### config.mk
export PLATFORM = sky130hd
export DESIGN_NAME = ppsel_top
export DESIGN_NICKNAME = d
export VERILOG_FILES = /design/src/design/ppsel_pkg.sv /design/src/design/ppsel_regs.sv /design/src/design/ppsel_top.sv
export SDC_FILE = /design/constraint.sdc
export NUM_CORES = 1
export LEC_CHECK = 0
export ABC_AREA = 0
export BUFFER_PORTS_ARGS = -buffer_cell sky130_fd_sc_hd__buf_2
export CORE_MARGIN = 2
export CORE_UTILIZATION = 44
export CTS_BUF_LIST = sky130_fd_sc_hd__clkbuf_8 sky130_fd_sc_hd__clkbuf_16
export DETAILED_ROUTE_END_ITERATION = 10
export GPL_ROUTABILITY_DRIVEN = 0
export PLACE_DENSITY = 0.83
export SYNTH_ARGS = -nofsm -noshare
export SYNTH_HDL_FRONTEND = slang
export SYNTH_SLANG_ARGS = --single-unit
### constraint.sdc
create_clock -name ref_clk -period 1.55 [get_ports ref_clk]
set_clock_uncertainty 0.15 [all_clocks]
set_input_delay 0.3875 -clock ref_clk [delete_from_list [all_inputs] [get_ports ref_clk]]
set_output_delay 0.3875 -clock ref_clk [all_outputs]
set_load 0.01 [all_outputs]
### src/design/ppsel_pkg.sv
// Package for the pin position selector: register offsets, field positions, reset values.
// Assumes a byte-wide register port and one clock domain.
package ppsel_pkg;

  localparam int unsigned ADDR_W = 2;
  localparam int unsigned DATA_W = 8;

  // Register offsets
  localparam logic [1:0] MISC_ROUTE_OFS = 2'h0;
  localparam logic [1:0] SERIAL_ROUTE_OFS = 2'h1;
  localparam logic [1:0] TIMER_A_ROUTE_OFS = 2'h2;
  localparam logic [1:0] TIMER_B_ROUTE_OFS = 2'h3;

  // Reset values
  localparam logic [7:0] MISC_ROUTE_RST = 8'h00;
  localparam logic [7:0] SERIAL_ROUTE_RST = 8'h00;
  localparam logic [7:0] TIMER_A_ROUTE_RST = 8'h00;
  localparam logic [7:0] TIMER_B_ROUTE_RST = 8'h00;

  // Writable bit masks; other positions read zero
  localparam logic [7:0] MISC_ROUTE_MASK = 8'hb7;
  localparam logic [7:0] SERIAL_ROUTE_MASK = 8'h15;
  localparam logic [7:0] TIMER_A_ROUTE_MASK = 8'h3f;
  localparam logic [7:0] TIMER_B_ROUTE_MASK = 8'h01;

  // Field positions in misc_output_route_control
  localparam int unsigned BREAK_PIN_ALT_SELECT_POS = 7;
  localparam int unsigned LOGIC_TABLE_ONE_ALT_SELECT_POS = 5;
  localparam int unsigned LOGIC_TABLE_ZERO_ALT_SELECT_POS = 4;
  localparam int unsigned EVENT_PIN_TWO_ENABLE_POS = 2;
  localparam int unsigned EVENT_PIN_ONE_ENABLE_POS = 1;
  localparam int unsigned EVENT_PIN_ZERO_ENABLE_POS = 0;

  // Field positions in serial_pin_route_control
  localparam int unsigned TWO_WIRE_ALT_SELECT_POS = 4;
  localparam int unsigned SPI_ALT_SELECT_POS = 2;
  localparam int unsigned SERIAL_TRANSCEIVER_ALT_SELECT_POS = 0;

  // Field positions in timer_b_output_route_control
  localparam int unsigned CAPTURE_TIMER_ALT_SELECT_POS = 0;

  // Number of compare timer waveform outputs
  localparam int unsigned WAVE_N = 6;
  localparam int unsigned WAVE_SPLIT_ONLY_LO = 3;

  // Default/alternative route of a single signal: {out_alt, out_default}, out_default in bit 0
  function automatic logic [1:0] ppsel_route(input logic sig, input logic alt);
    ppsel_route = alt ? {sig, 1'b0} : {1'b0, sig};
  endfunction

endpackage : ppsel_pkg

### src/design/ppsel_regs.sv
// Register file of the pin position selector: four byte registers on a plain port.
// Assumes single-cycle strobes from a master synchronous to ref_clk; read data one cycle later.
`timescale 1ns/100ps
`default_nettype none
module ppsel_regs (
  input wire logic ref_clk,
  input wire logic rstn,
  input wire logic [1:0] addr,
  input wire logic [7:0] wdata,
  input wire logic wr_stb,
  input wire logic rd_stb,
  output logic [7:0] rdata,
  output logic [7:0] misc_route_ff,
  output logic [7:0] serial_route_ff,
  output logic [7:0] timer_a_route_ff,
  output logic [7:0] timer_b_route_ff
);

  logic [7:0] nxt_rdata;

  // Unassigned bits are masked on write so they always hold zero
  always_ff @(posedge ref_clk or negedge rstn) begin
    if (!rstn) begin
      misc_route_ff <= ppsel_pkg::MISC_ROUTE_RST;
      serial_route_ff <= ppsel_pkg::SERIAL_ROUTE_RST;
      timer_a_route_ff <= ppsel_pkg::TIMER_A_ROUTE_RST;
      timer_b_route_ff <= ppsel_pkg::TIMER_B_ROUTE_RST;
    end else if (wr_stb) begin
      case (addr)
        ppsel_pkg::MISC_ROUTE_OFS: misc_route_ff <= wdata & ppsel_pkg::MISC_ROUTE_MASK;
        ppsel_pkg::SERIAL_ROUTE_OFS: serial_route_ff <= wdata & ppsel_pkg::SERIAL_ROUTE_MASK;
        ppsel_pkg::TIMER_A_ROUTE_OFS: timer_a_route_ff <= wdata & ppsel_pkg::TIMER_A_ROUTE_MASK;
        ppsel_pkg::TIMER_B_ROUTE_OFS: timer_b_route_ff <= wdata & ppsel_pkg::TIMER_B_ROUTE_MASK;
        default: begin
        end
      endcase
    end
  end

  always_comb begin
    case (addr)
      ppsel_pkg::MISC_ROUTE_OFS: nxt_rdata = misc_route_ff;
      ppsel_pkg::SERIAL_ROUTE_OFS: nxt_rdata = serial_route_ff;
      ppsel_pkg::TIMER_A_ROUTE_OFS: nxt_rdata = timer_a_route_ff;
      ppsel_pkg::TIMER_B_ROUTE_OFS: nxt_rdata = timer_b_route_ff;
      default: nxt_rdata = 8'h00;
    endcase
  end

  // Read data stands only in the cycle after the strobe
  always_ff @(posedge ref_clk or negedge rstn) begin
    if (!rstn) begin
      rdata <= 8'h00;
    end else begin
      rdata <= rd_stb ? nxt_rdata : 8'h00;
    end
  end

endmodule // ppsel_regs
`default_nettype wire

### src/design/ppsel_top.sv
// Pin position selector: routes peripheral signals to default or alternative pins.
// Assumes peripheral signals synchronous to ref_clk; pin outputs lag inputs by one cycle.
`timescale 1ns/100ps
`default_nettype none
module ppsel_top (
  input wire logic ref_clk,
  input wire logic rstn,
  input wire logic [1:0] addr,
  input wire logic [7:0] wdata,
  input wire logic wr_stb,
  input wire logic rd_stb,
  output logic [7:0] rdata,
  // Compare timer split mode flag
  input wire logic timer_split_mode,
  // Break input from both pin positions, to the timer
  input wire logic break_pin_default_in,
  input wire logic break_pin_alt_in,
  output logic break_to_timer_ff,
  // Lookup table outputs
  input wire logic logic_table_zero_out,
  input wire logic logic_table_one_out,
  output logic logic_table_zero_default_pin_ff,
  output logic logic_table_zero_alt_pin_ff,
  output logic logic_table_one_default_pin_ff,
  output logic logic_table_one_alt_pin_ff,
  // Event outputs
  input wire logic [2:0] event_signals,
  output logic [2:0] event_output_pins_ff,
  // Two-wire: clock and data, open drain, enables active low
  input wire logic two_wire_scl_oe_n,
  input wire logic two_wire_sda_oe_n,
  output logic [1:0] two_wire_default_oe_n_ff,
  output logic [1:0] two_wire_alt_oe_n_ff,
  input wire logic [1:0] two_wire_default_pin_in,
  input wire logic [1:0] two_wire_alt_pin_in,
  output logic [1:0] two_wire_in_ff,
  // SPI: sck, mosi outgoing; miso, ss incoming
  input wire logic [1:0] spi_out,
  output logic [1:0] spi_default_pin_ff,
  output logic [1:0] spi_alt_pin_ff,
  input wire logic [1:0] spi_default_pin_in,
  input wire logic [1:0] spi_alt_pin_in,
  output logic [1:0] spi_in_ff,
  // Serial transceiver: transmit out, receive in
  input wire logic serial_tx,
  output logic serial_tx_default_pin_ff,
  output logic serial_tx_alt_pin_ff,
  input wire logic serial_rx_default_pin_in,
  input wire logic serial_rx_alt_pin_in,
  output logic serial_rx_ff,
  // Compare timer waveform outputs
  input wire logic [5:0] waveform_out,
  output logic [5:0] waveform_default_pin_ff,
  output logic [5:0] waveform_alt_pin_ff,
  // Capture timer waveform output
  input wire logic capture_timer_out,
  output logic capture_timer_default_pin_ff,
  output logic capture_timer_alt_pin_ff
);

  logic [7:0] misc_route_ff;
  logic [7:0] serial_route_ff;
  logic [7:0] timer_a_route_ff;
  logic [7:0] timer_b_route_ff;
  logic [1:0] nxt_lt0;
  logic [1:0] nxt_lt1;
  logic [1:0] nxt_tx;
  logic [1:0] nxt_cap;
  logic [5:0] wave_alt_eff;
  logic [2:0] event_enable;

  ppsel_regs u_regs (
    .ref_clk(ref_clk),
    .rstn(rstn),
    .addr(addr),
    .wdata(wdata),
    .wr_stb(wr_stb),
    .rd_stb(rd_stb),
    .rdata(rdata),
    .misc_route_ff(misc_route_ff),
    .serial_route_ff(serial_route_ff),
    .timer_a_route_ff(timer_a_route_ff),
    .timer_b_route_ff(timer_b_route_ff)
  );

  wire logic break_alt = misc_route_ff[ppsel_pkg::BREAK_PIN_ALT_SELECT_POS];
  wire logic lt1_alt = misc_route_ff[ppsel_pkg::LOGIC_TABLE_ONE_ALT_SELECT_POS];
  wire logic lt0_alt = misc_route_ff[ppsel_pkg::LOGIC_TABLE_ZERO_ALT_SELECT_POS];
  wire logic tw_alt = serial_route_ff[ppsel_pkg::TWO_WIRE_ALT_SELECT_POS];
  wire logic spi_alt = serial_route_ff[ppsel_pkg::SPI_ALT_SELECT_POS];
  wire logic tx_alt = serial_route_ff[ppsel_pkg::SERIAL_TRANSCEIVER_ALT_SELECT_POS];
  wire logic cap_alt = timer_b_route_ff[ppsel_pkg::CAPTURE_TIMER_ALT_SELECT_POS];

  always_comb begin
    event_enable = {misc_route_ff[ppsel_pkg::EVENT_PIN_TWO_ENABLE_POS],
                    misc_route_ff[ppsel_pkg::EVENT_PIN_ONE_ENABLE_POS],
                    misc_route_ff[ppsel_pkg::EVENT_PIN_ZERO_ENABLE_POS]};
    // Upper three selects only matter in split mode
    wave_alt_eff = {timer_a_route_ff[5:3] & {3{timer_split_mode}}, timer_a_route_ff[2:0]};
    nxt_lt0 = ppsel_pkg::ppsel_route(logic_table_zero_out, lt0_alt);
    nxt_lt1 = ppsel_pkg::ppsel_route(logic_table_one_out, lt1_alt);
    nxt_tx = ppsel_pkg::ppsel_route(serial_tx, tx_alt);
    nxt_cap = ppsel_pkg::ppsel_route(capture_timer_out, cap_alt);
  end

  // Break input
  always_ff @(posedge ref_clk or negedge rstn) begin
    if (!rstn) begin
      break_to_timer_ff <= 1'b0;
    end else begin
      break_to_timer_ff <= break_alt ? break_pin_alt_in : break_pin_default_in;
    end
  end

  // Lookup table outputs
  always_ff @(posedge ref_clk or negedge rstn) begin
    if (!rstn) begin
      logic_table_zero_default_pin_ff <= 1'b0;
      logic_table_zero_alt_pin_ff <= 1'b0;
      logic_table_one_default_pin_ff <= 1'b0;
      logic_table_one_alt_pin_ff <= 1'b0;
    end else begin
      logic_table_zero_default_pin_ff <= nxt_lt0[0];
      logic_table_zero_alt_pin_ff <= nxt_lt0[1];
      logic_table_one_default_pin_ff <= nxt_lt1[0];
      logic_table_one_alt_pin_ff <= nxt_lt1[1];
    end
  end

  // Event outputs
  always_ff @(posedge ref_clk or negedge rstn) begin
    if (!rstn) begin
      event_output_pins_ff <= 3'h0;
    end else begin
      event_output_pins_ff <= event_signals & event_enable;
    end
  end

  // Two-wire: the unselected position never pulls low
  always_ff @(posedge ref_clk or negedge rstn) begin
    if (!rstn) begin
      two_wire_default_oe_n_ff <= 2'h3;
      two_wire_alt_oe_n_ff <= 2'h3;
      two_wire_in_ff <= 2'h3;
    end else begin
      two_wire_default_oe_n_ff <= tw_alt ? 2'h3 : {two_wire_sda_oe_n, two_wire_scl_oe_n};
      two_wire_alt_oe_n_ff <= tw_alt ? {two_wire_sda_oe_n, two_wire_scl_oe_n} : 2'h3;
      two_wire_in_ff <= tw_alt ? two_wire_alt_pin_in : two_wire_default_pin_in;
    end
  end

  // SPI
  always_ff @(posedge ref_clk or negedge rstn) begin
    if (!rstn) begin
      spi_default_pin_ff <= 2'h0;
      spi_alt_pin_ff <= 2'h0;
      spi_in_ff <= 2'h0;
    end else begin
      spi_default_pin_ff <= spi_alt ? 2'h0 : spi_out;
      spi_alt_pin_ff <= spi_alt ? spi_out : 2'h0;
      spi_in_ff <= spi_alt ? spi_alt_pin_in : spi_default_pin_in;
    end
  end

  // Serial transceiver
  always_ff @(posedge ref_clk or negedge rstn) begin
    if (!rstn) begin
      serial_tx_default_pin_ff <= 1'b0;
      serial_tx_alt_pin_ff <= 1'b0;
      serial_rx_ff <= 1'b0;
    end else begin
      serial_tx_default_pin_ff <= nxt_tx[0];
      serial_tx_alt_pin_ff <= nxt_tx[1];
      serial_rx_ff <= tx_alt ? serial_rx_alt_pin_in : serial_rx_default_pin_in;
    end
  end

  // Compare timer waveform outputs
  always_ff @(posedge ref_clk or negedge rstn) begin
    if (!rstn) begin
      waveform_default_pin_ff <= 6'h00;
      waveform_alt_pin_ff <= 6'h00;
    end else begin
      waveform_default_pin_ff <= waveform_out & ~wave_alt_eff;
      waveform_alt_pin_ff <= waveform_out & wave_alt_eff;
    end
  end

  // Capture timer output
  always_ff @(posedge ref_clk or negedge rstn) begin
    if (!rstn) begin
      capture_timer_default_pin_ff <= 1'b0;
      capture_timer_alt_pin_ff <= 1'b0;
    end else begin
      capture_timer_default_pin_ff <= nxt_cap[0];
      capture_timer_alt_pin_ff <= nxt_cap[1];
    end
  end
endmodule // ppsel_top
`default_nettype wire

==> flow_summary.json, run 1 <==
{
  "yosysMostFrequentCell": "dfrtp_1",
  "period_share_pct": 96.8,
  "clockBufferDepth": 2,
  "finalSetupViolations": 0,
  "syn_nets": 183,
  "first_global_vias": 1416,
  "crit_family": "flip-flops",
  "cp-start-kind": "flop",
  "path_max_fanout": 1,
  "r2r_cells": 2,
  "switching_share_pct": 22.7,
  "critPathArrivalTime_ps": 960,
  "via_per_inst": 4.57,
  "hold_path_depth": 2,
  "switchingPower_uw": 940,
  "n_antenna_cell": 0,
  "num_vias": 1431,
  "slowest_delay_ps": 520,
  "hold_slack_ps": 120,
  "cts_buffers": 9,
  "p_clk_share_pct": 41.0,
  "cp.depth": 1,
  "min_period_ps": 1500,
  "grt_first_pass_wirelength_um": 6410,
  "finish.net_count": 285,
  "die-height_um": 74.1,
  "grt_max_degree": 31,
  "drive_above_1_share_pct": 57.7,
  "grt_overflow_total": 0,
  "cap_violations": 0,
  "dp.cells": 296,
  "yosysSeqAreaShare_pct": 69.8,
  "seqPwrFrac_pct": 46.0,
  "cts_root_buffer": "clkbuf_8",
  "dieArea_um2": 5490,
  "portBuffers": 86,
  "synth.distinct_cells": 22,
  "fin_cells": 313,
  "synth_area_leaders": "dfrtp_1 63%, mux2_2 11%, dfstp_2 7.3%",
  "synth_top_cell_by_area": "dfrtp_1",
  "status": "complete, no violations",
  "syn2layout_area_growth_pct": 37.0,
  "core.rowCount": 25,
  "critPathCaptureType": "output port",
  "first_pass_iters": 4,
  "drc": 0,
  "synth_warnings": 0,
  "core_area_um2": 4720,
  "p_int_uw": 3190,
  "p_comb_share_pct": 13.0,
  "antenna_left": 0,
  "yosysTopAreaCellShare_pct": 62.5,
  "critical_path_buf_inv_count": 1,
  "ctsResizeCount": 0,
  "synth_edf_count": 0,
  "insertion_delay_ps": 330,
  "cts_htree_levels": 3,
  "rsz0062_at_grt": "no",
  "avgSynthCellArea_um2": 15.6,
  "critPathSlowestCell": "dfstp_2",
  "drtIter0Drc": 45,
  "path_cells": "buf_2",
  "setup_tns_ps": 0,
  "synth_area_um2": 2160,
  "die_w_um": 74.1,
  "antenna_found_initial": 0,
  "synth_cells": 139,
  "p_per_area_nw_per_um2": 1400,
  "async_reset_ff_share_pct": 100,
  "ys.flop_type": "dfrtp_1",
  "hp-class": "input pin to flop",
  "fmax_mhz": 666,
  "cts_sinks": 60,
  "p_leak_uw": 0.00152,
  "ys_seq_elements": 60,
  "path_clk_slew_ps": 70,
  "grt_usage_pct": 16.3,
  "wirelength_um": 4120,
  "initial_core_util_pct": 45.8,
  "ys_top_cells_by_count": "54 x dfrtp_1, 22 x mux2_2, 15 x and2_1",
  "cts_tree": "yes",
  "pin_count": 89,
  "path_class": "flop to output port",
  "cts_setup_buffers": 0,
  "drt-wirelength-per-cell_um": 13.2,
  "drv_slew": 0,
  "peakVddDrop_mv": 0.794,
  "required_ps": 1010,
  "hold_viol": 0
}
## state kept, by name (all words and copies together), names as in the netlist, 3 cells and up
register	flops
waveform_default_pin_ff	6
waveform_alt_pin_ff	6
event_output_pins_ff	3
u_regs.misc_route_ff	6
u_regs.rdata	7
u_regs.serial_route_ff	3
u_regs.timer_a_route_ff	6
## timing repair
action | CTS | global route
setup endpoints to repair | 0 | 0
hold endpoints to repair | 54 | 0
hold buffers | 1 | 0
## power groups by stage
stage                     Sequential (uW)  Combinational (uW)  Clock (uW)
after floorplan                      1980                 220           0
after global routing                 1930                 600        1800
after CTS                            1900                 548        1740
final                                1900                 538        1690
after global placement               1920                 526           0
after detailed placement             1930                 544           0
## placed cells by master (no fill, tap or decap), types with 2 or more instances in the layout
master / synthesis / final
mux2i_1: 4 / 4
nand3b_1: 3 / 3
dfrtp_1: 54 / 54
or2_2: 2 / 2
buf_2: 0 / 86
and3_1: 3 / 3
a21boi_0: 3 / 3
dfstp_2: 6 / 6
o21ai_0: 2 / 2
clkbuf_8: 0 / 10
nand2b_1: 3 / 3
buf_4: 2 / 7
and2_1: 15 / 15
nor2_1: 3 / 3
bufinv_16: 0 / 3
mux2_2: 22 / 22
nor2b_1: 9 / 9
## per-stage QoR
| step | power (uW) | area, um2 | setup WS (ps) | util, % |
|---|---|---|---|---|
| after floorplan | 2200 | 2160 | 131 | - |
| after global placement | 2450 | 2700 | 39.7 | 57.2 |
| after detailed placement | 2470 | 2700 | 24.4 | 57.2 |
| after CTS | 4190 | 2960 | 25.4 | 62.7 |
| after global routing | 4330 | 2960 | 14.2 | 62.7 |
| final | 4130 | 2960 | 49.3 | 62.7 |
## area by class of cell
class                           count  area, um2
Fill cell                         364       1760
Sequential cell                    60       1510
Multi-Input combinational cell     76        627
Timing Repair Buffer               94        493
Clock buffer                       10        138
Clock inverter                      6        111
Tap cell                           67       83.8
## path summary, 6_finish.rpt
check                                               end                        start  slack (ps)
setup / recovery            two_wire_default_oe_n_ff[1]  two_wire_default_oe_n_ff[1]          50
hold / removal              two_wire_default_oe_n_ff[0]            two_wire_scl_oe_n         120
setup reg to reg                        u_regs.rdata[0]    u_regs.serial_route_ff[0]         250
hold reg to reg            capture_timer_default_pin_ff   u_regs.timer_b_route_ff[0]         320
max in group asynchronous   two_wire_default_oe_n_ff[0]                         rstn         460
min in group asynchronous        waveform_alt_pin_ff[2]                         rstn         480
## cells by family after synthesis
group                  Yosys count  synth area share [%]
AO/OA/AOI/OAI                    5                  1.50
AND/OR/NAND/NOR                 43                  13.0
other                            1                 0.173
buffers and inverters            3                  1.22
flip-flops                      60                  69.8
multiplexers                    27                  14.4
## per-layer routing
layer | wire length [um] | global-route usage [%]
met3 | 278 | 4.07
met4 | 104 | 11.5
met2 | 2040 | 27.4
met5 | 0 | 0
met1 | 1700 | 18.1
Power figures use the tool's default switching activity.
==> run 2, diff against run 1 <==
--- a/config.mk
+++ b/config.mk
@@ -7,12 +7,14 @@
 export LEC_CHECK = 0
 export ABC_AREA = 0
 export BUFFER_PORTS_ARGS = -buffer_cell sky130_fd_sc_hd__buf_2
+export CELL_PAD_IN_SITES_DETAIL_PLACEMENT = 0
+export CELL_PAD_IN_SITES_GLOBAL_PLACEMENT = 1
 export CORE_MARGIN = 2
-export CORE_UTILIZATION = 44
+export CORE_UTILIZATION = 37
 export CTS_BUF_LIST = sky130_fd_sc_hd__clkbuf_8 sky130_fd_sc_hd__clkbuf_16
 export DETAILED_ROUTE_END_ITERATION = 10
 export GPL_ROUTABILITY_DRIVEN = 0
-export PLACE_DENSITY = 0.83
+export PLACE_DENSITY = 0.87
 export SYNTH_ARGS = -nofsm -noshare
 export SYNTH_HDL_FRONTEND = slang
 export SYNTH_SLANG_ARGS = --single-unit
==> constraint.sdc (replaced) <==
create_clock -name ref_clk -period 1.6 [get_ports ref_clk]
set_clock_uncertainty 0.15 [all_clocks]
set_input_delay 0.4 -clock ref_clk [delete_from_list [all_inputs] [get_ports ref_clk]]
set_output_delay 0.4 -clock ref_clk [all_outputs]
set_load 0.01 [all_outputs]
==> run 2 against run 1 <==
First-iteration DRC count fell by 38%. Critical path depth did not move. Largest power group unchanged. Final area fell by 2.2%. Global-route usage fell by 2.9 points. Sequential share of layout area rose by 1.1 points. Critical endpoint is now two_wire_in_ff[1]. Clock-buffer cell count rose by 2. Power fell by 14%. Final cell count rose by 0.96%. Worst hold slack improved by 18 ps. Via count fell by 0.28%.
==> flow_summary.json, run 2 (synthesized netlist as in run 1, its figures left out) <==
{
  "die-height_um": 80.4,
  "path_max_fanout": 1,
  "grt_usage_pct": 13.4,
  "p_per_area_nw_per_um2": 1220,
  "holdPathEnd": "two_wire_default_oe_n_ff[1]",
  "wirelength_um": 4060,
  "place_area_um2": 2710,
  "drtIter0Drc": 28,
  "hold_viol": 0,
  "syn2layout_area_growth_pct": 34.0,
  "cts_setup_buffers": 0,
  "grt_max_degree": 61,
  "path_clk_slew_ps": 60,
  "r2r_end": "u_regs.rdata[0]",
  "clockBufferDepth": 2,
  "finish.net_count": 283,
  "portBuffers": 86,
  "fin_cells": 316,
  "fmax_mhz": 668,
  "critPathCaptureType": "output port",
  "ctsHoldBuffers": 1,
  "cts_sinks": 60,
  "multi_input_area_um2": 627,
  "rsz0062_at_grt": "no",
  "path_cells": "buf_2",
  "path_class": "flop to output port",
  "dieArea_um2": 6470,
  "required_ps": 1050,
  "largest_reg_flops": 7,
  "r2r_cells": 2,
  "drc": 0,
  "final_common_cell": "buf_2",
  "initial_core_util_pct": 38.8,
  "setup_tns_ps": 0,
  "cts_htree_levels": 3,
  "n_antenna_cell": 0,
  "p_leak_uw": 0.00149,
  "finalSetupViolations": 0,
  "ff2ff_setup_slack_ps": 290,
  "cp-start-kind": "flop",
  "first_global_vias": 1388,
  "finalWorstSetupSlack_ps": 103,
  "min_period_ps": 1500,
  "crit_family": "flip-flops",
  "antenna_left": 0,
  "post-place-ws_ps": 58.7,
  "grt_overflow_total": 0,
  "fillers": 481,
  "drv_slew": 0,
  "num_vias": 1427,
  "peakVddDrop_mv": 0.612,
  "core.rowCount": 27,
  "drive_above_1_share_pct": 56.1,
  "dp_hpwl_um": 3040,
  "final_cell_mix": "86 x buf_2, 54 x dfrtp_1, 22 x mux2_2",
  "die_w_um": 80.4,
  "seq_area_um2": 1510,
  "cts_tree": "yes",
  "insertion_delay_ps": 310,
  "hold_path_depth": 2,
  "critPathArrivalTime_ps": 950,
  "via_per_inst": 4.52,
  "first_pass_iters": 4,
  "critical_path_buf_inv_count": 1,
  "r2r_start": "u_regs.serial_route_ff[0]",
  "pin_count": 89,
  "cts_buffers": 9,
  "ctsResizeCount": 0,
  "slowest_delay_ps": 520,
  "cts_root_buffer": "clkbuf_8",
  "status": "complete, no violations",
  "drt-wirelength-per-cell_um": 12.9,
  "critPathSlowestCell": "dfstp_2",
  "hp-class": "input pin to flop",
  "period_share_pct": 93.6,
  "design_area_um2": 2900,
  "min_from": "two_wire_sda_oe_n",
  "core_area_um2": 5570,
  "grt_first_pass_wirelength_um": 6370,
  "antenna_found_initial": 0,
  "regMostFlops": "u_regs.rdata",
  "cap_violations": 0,
  "dp.cells": 299
}
## run 2: layout make-up
class,instances,share of cell area (%)
Sequential cell,60,52.1
Clock buffer,12,5.70
Tap cell,72,3.11
Clock inverter,4,0.561
Multi-Input combinational cell,76,21.6
Timing Repair Buffer,92,16.9
## run 2: how the worst max path moves through the flow
| stage | start | end | slack (ps) | cells after the start |
|---|---|---|---|---|
| 2_1_floorplan | addr[0] | u_regs.misc_route_ff[0] | 170 | 3 |
| 3_3_place_gp | addr[1] | u_regs.misc_route_ff[5] | 90 | 4 |
| 3_5_place_dp | addr[1] | u_regs.misc_route_ff[1] | 60 | 4 |
| 4_1_cts | two_wire_in_ff[1] | two_wire_in_ff[1] | 70 | 1 |
| 5_1_grt | two_wire_in_ff[1] | two_wire_in_ff[1] | 60 | 1 |
| 6_report | two_wire_in_ff[1] | two_wire_in_ff[1] | 100 | 1 |
## run 2: routing by layer
metal | track usage (%) | routed length, um
met5 | 0 | 0
met4 | 8.14 | 87
met3 | 4.49 | 250
met2 | 20.9 | 2040
met1 | 16.1 | 1680
## run 2: report_power, final
group | switching [uW] | total (uW) | leakage (uW) | internal, uW
Combinational | 235 | 522 | 0.000647 | 287
Clock | 501 | 1170 | 0.000106 | 669
Sequential | 112 | 1840 | 0.000741 | 1730
Total | 849 | 3540 | 0.00149 | 2690
## run 2: metrics by stage
stage,total power [uW],hold WS (ps),util [%]
2_1_floorplan,2130,-45.6,-
3_3_place_gp,2380,275,48.6
3_5_place_dp,2410,277,48.6
4_1_cts,3610,116,52.0
5_1_grt,3740,126,52.0
6_report,3540,138,52.0
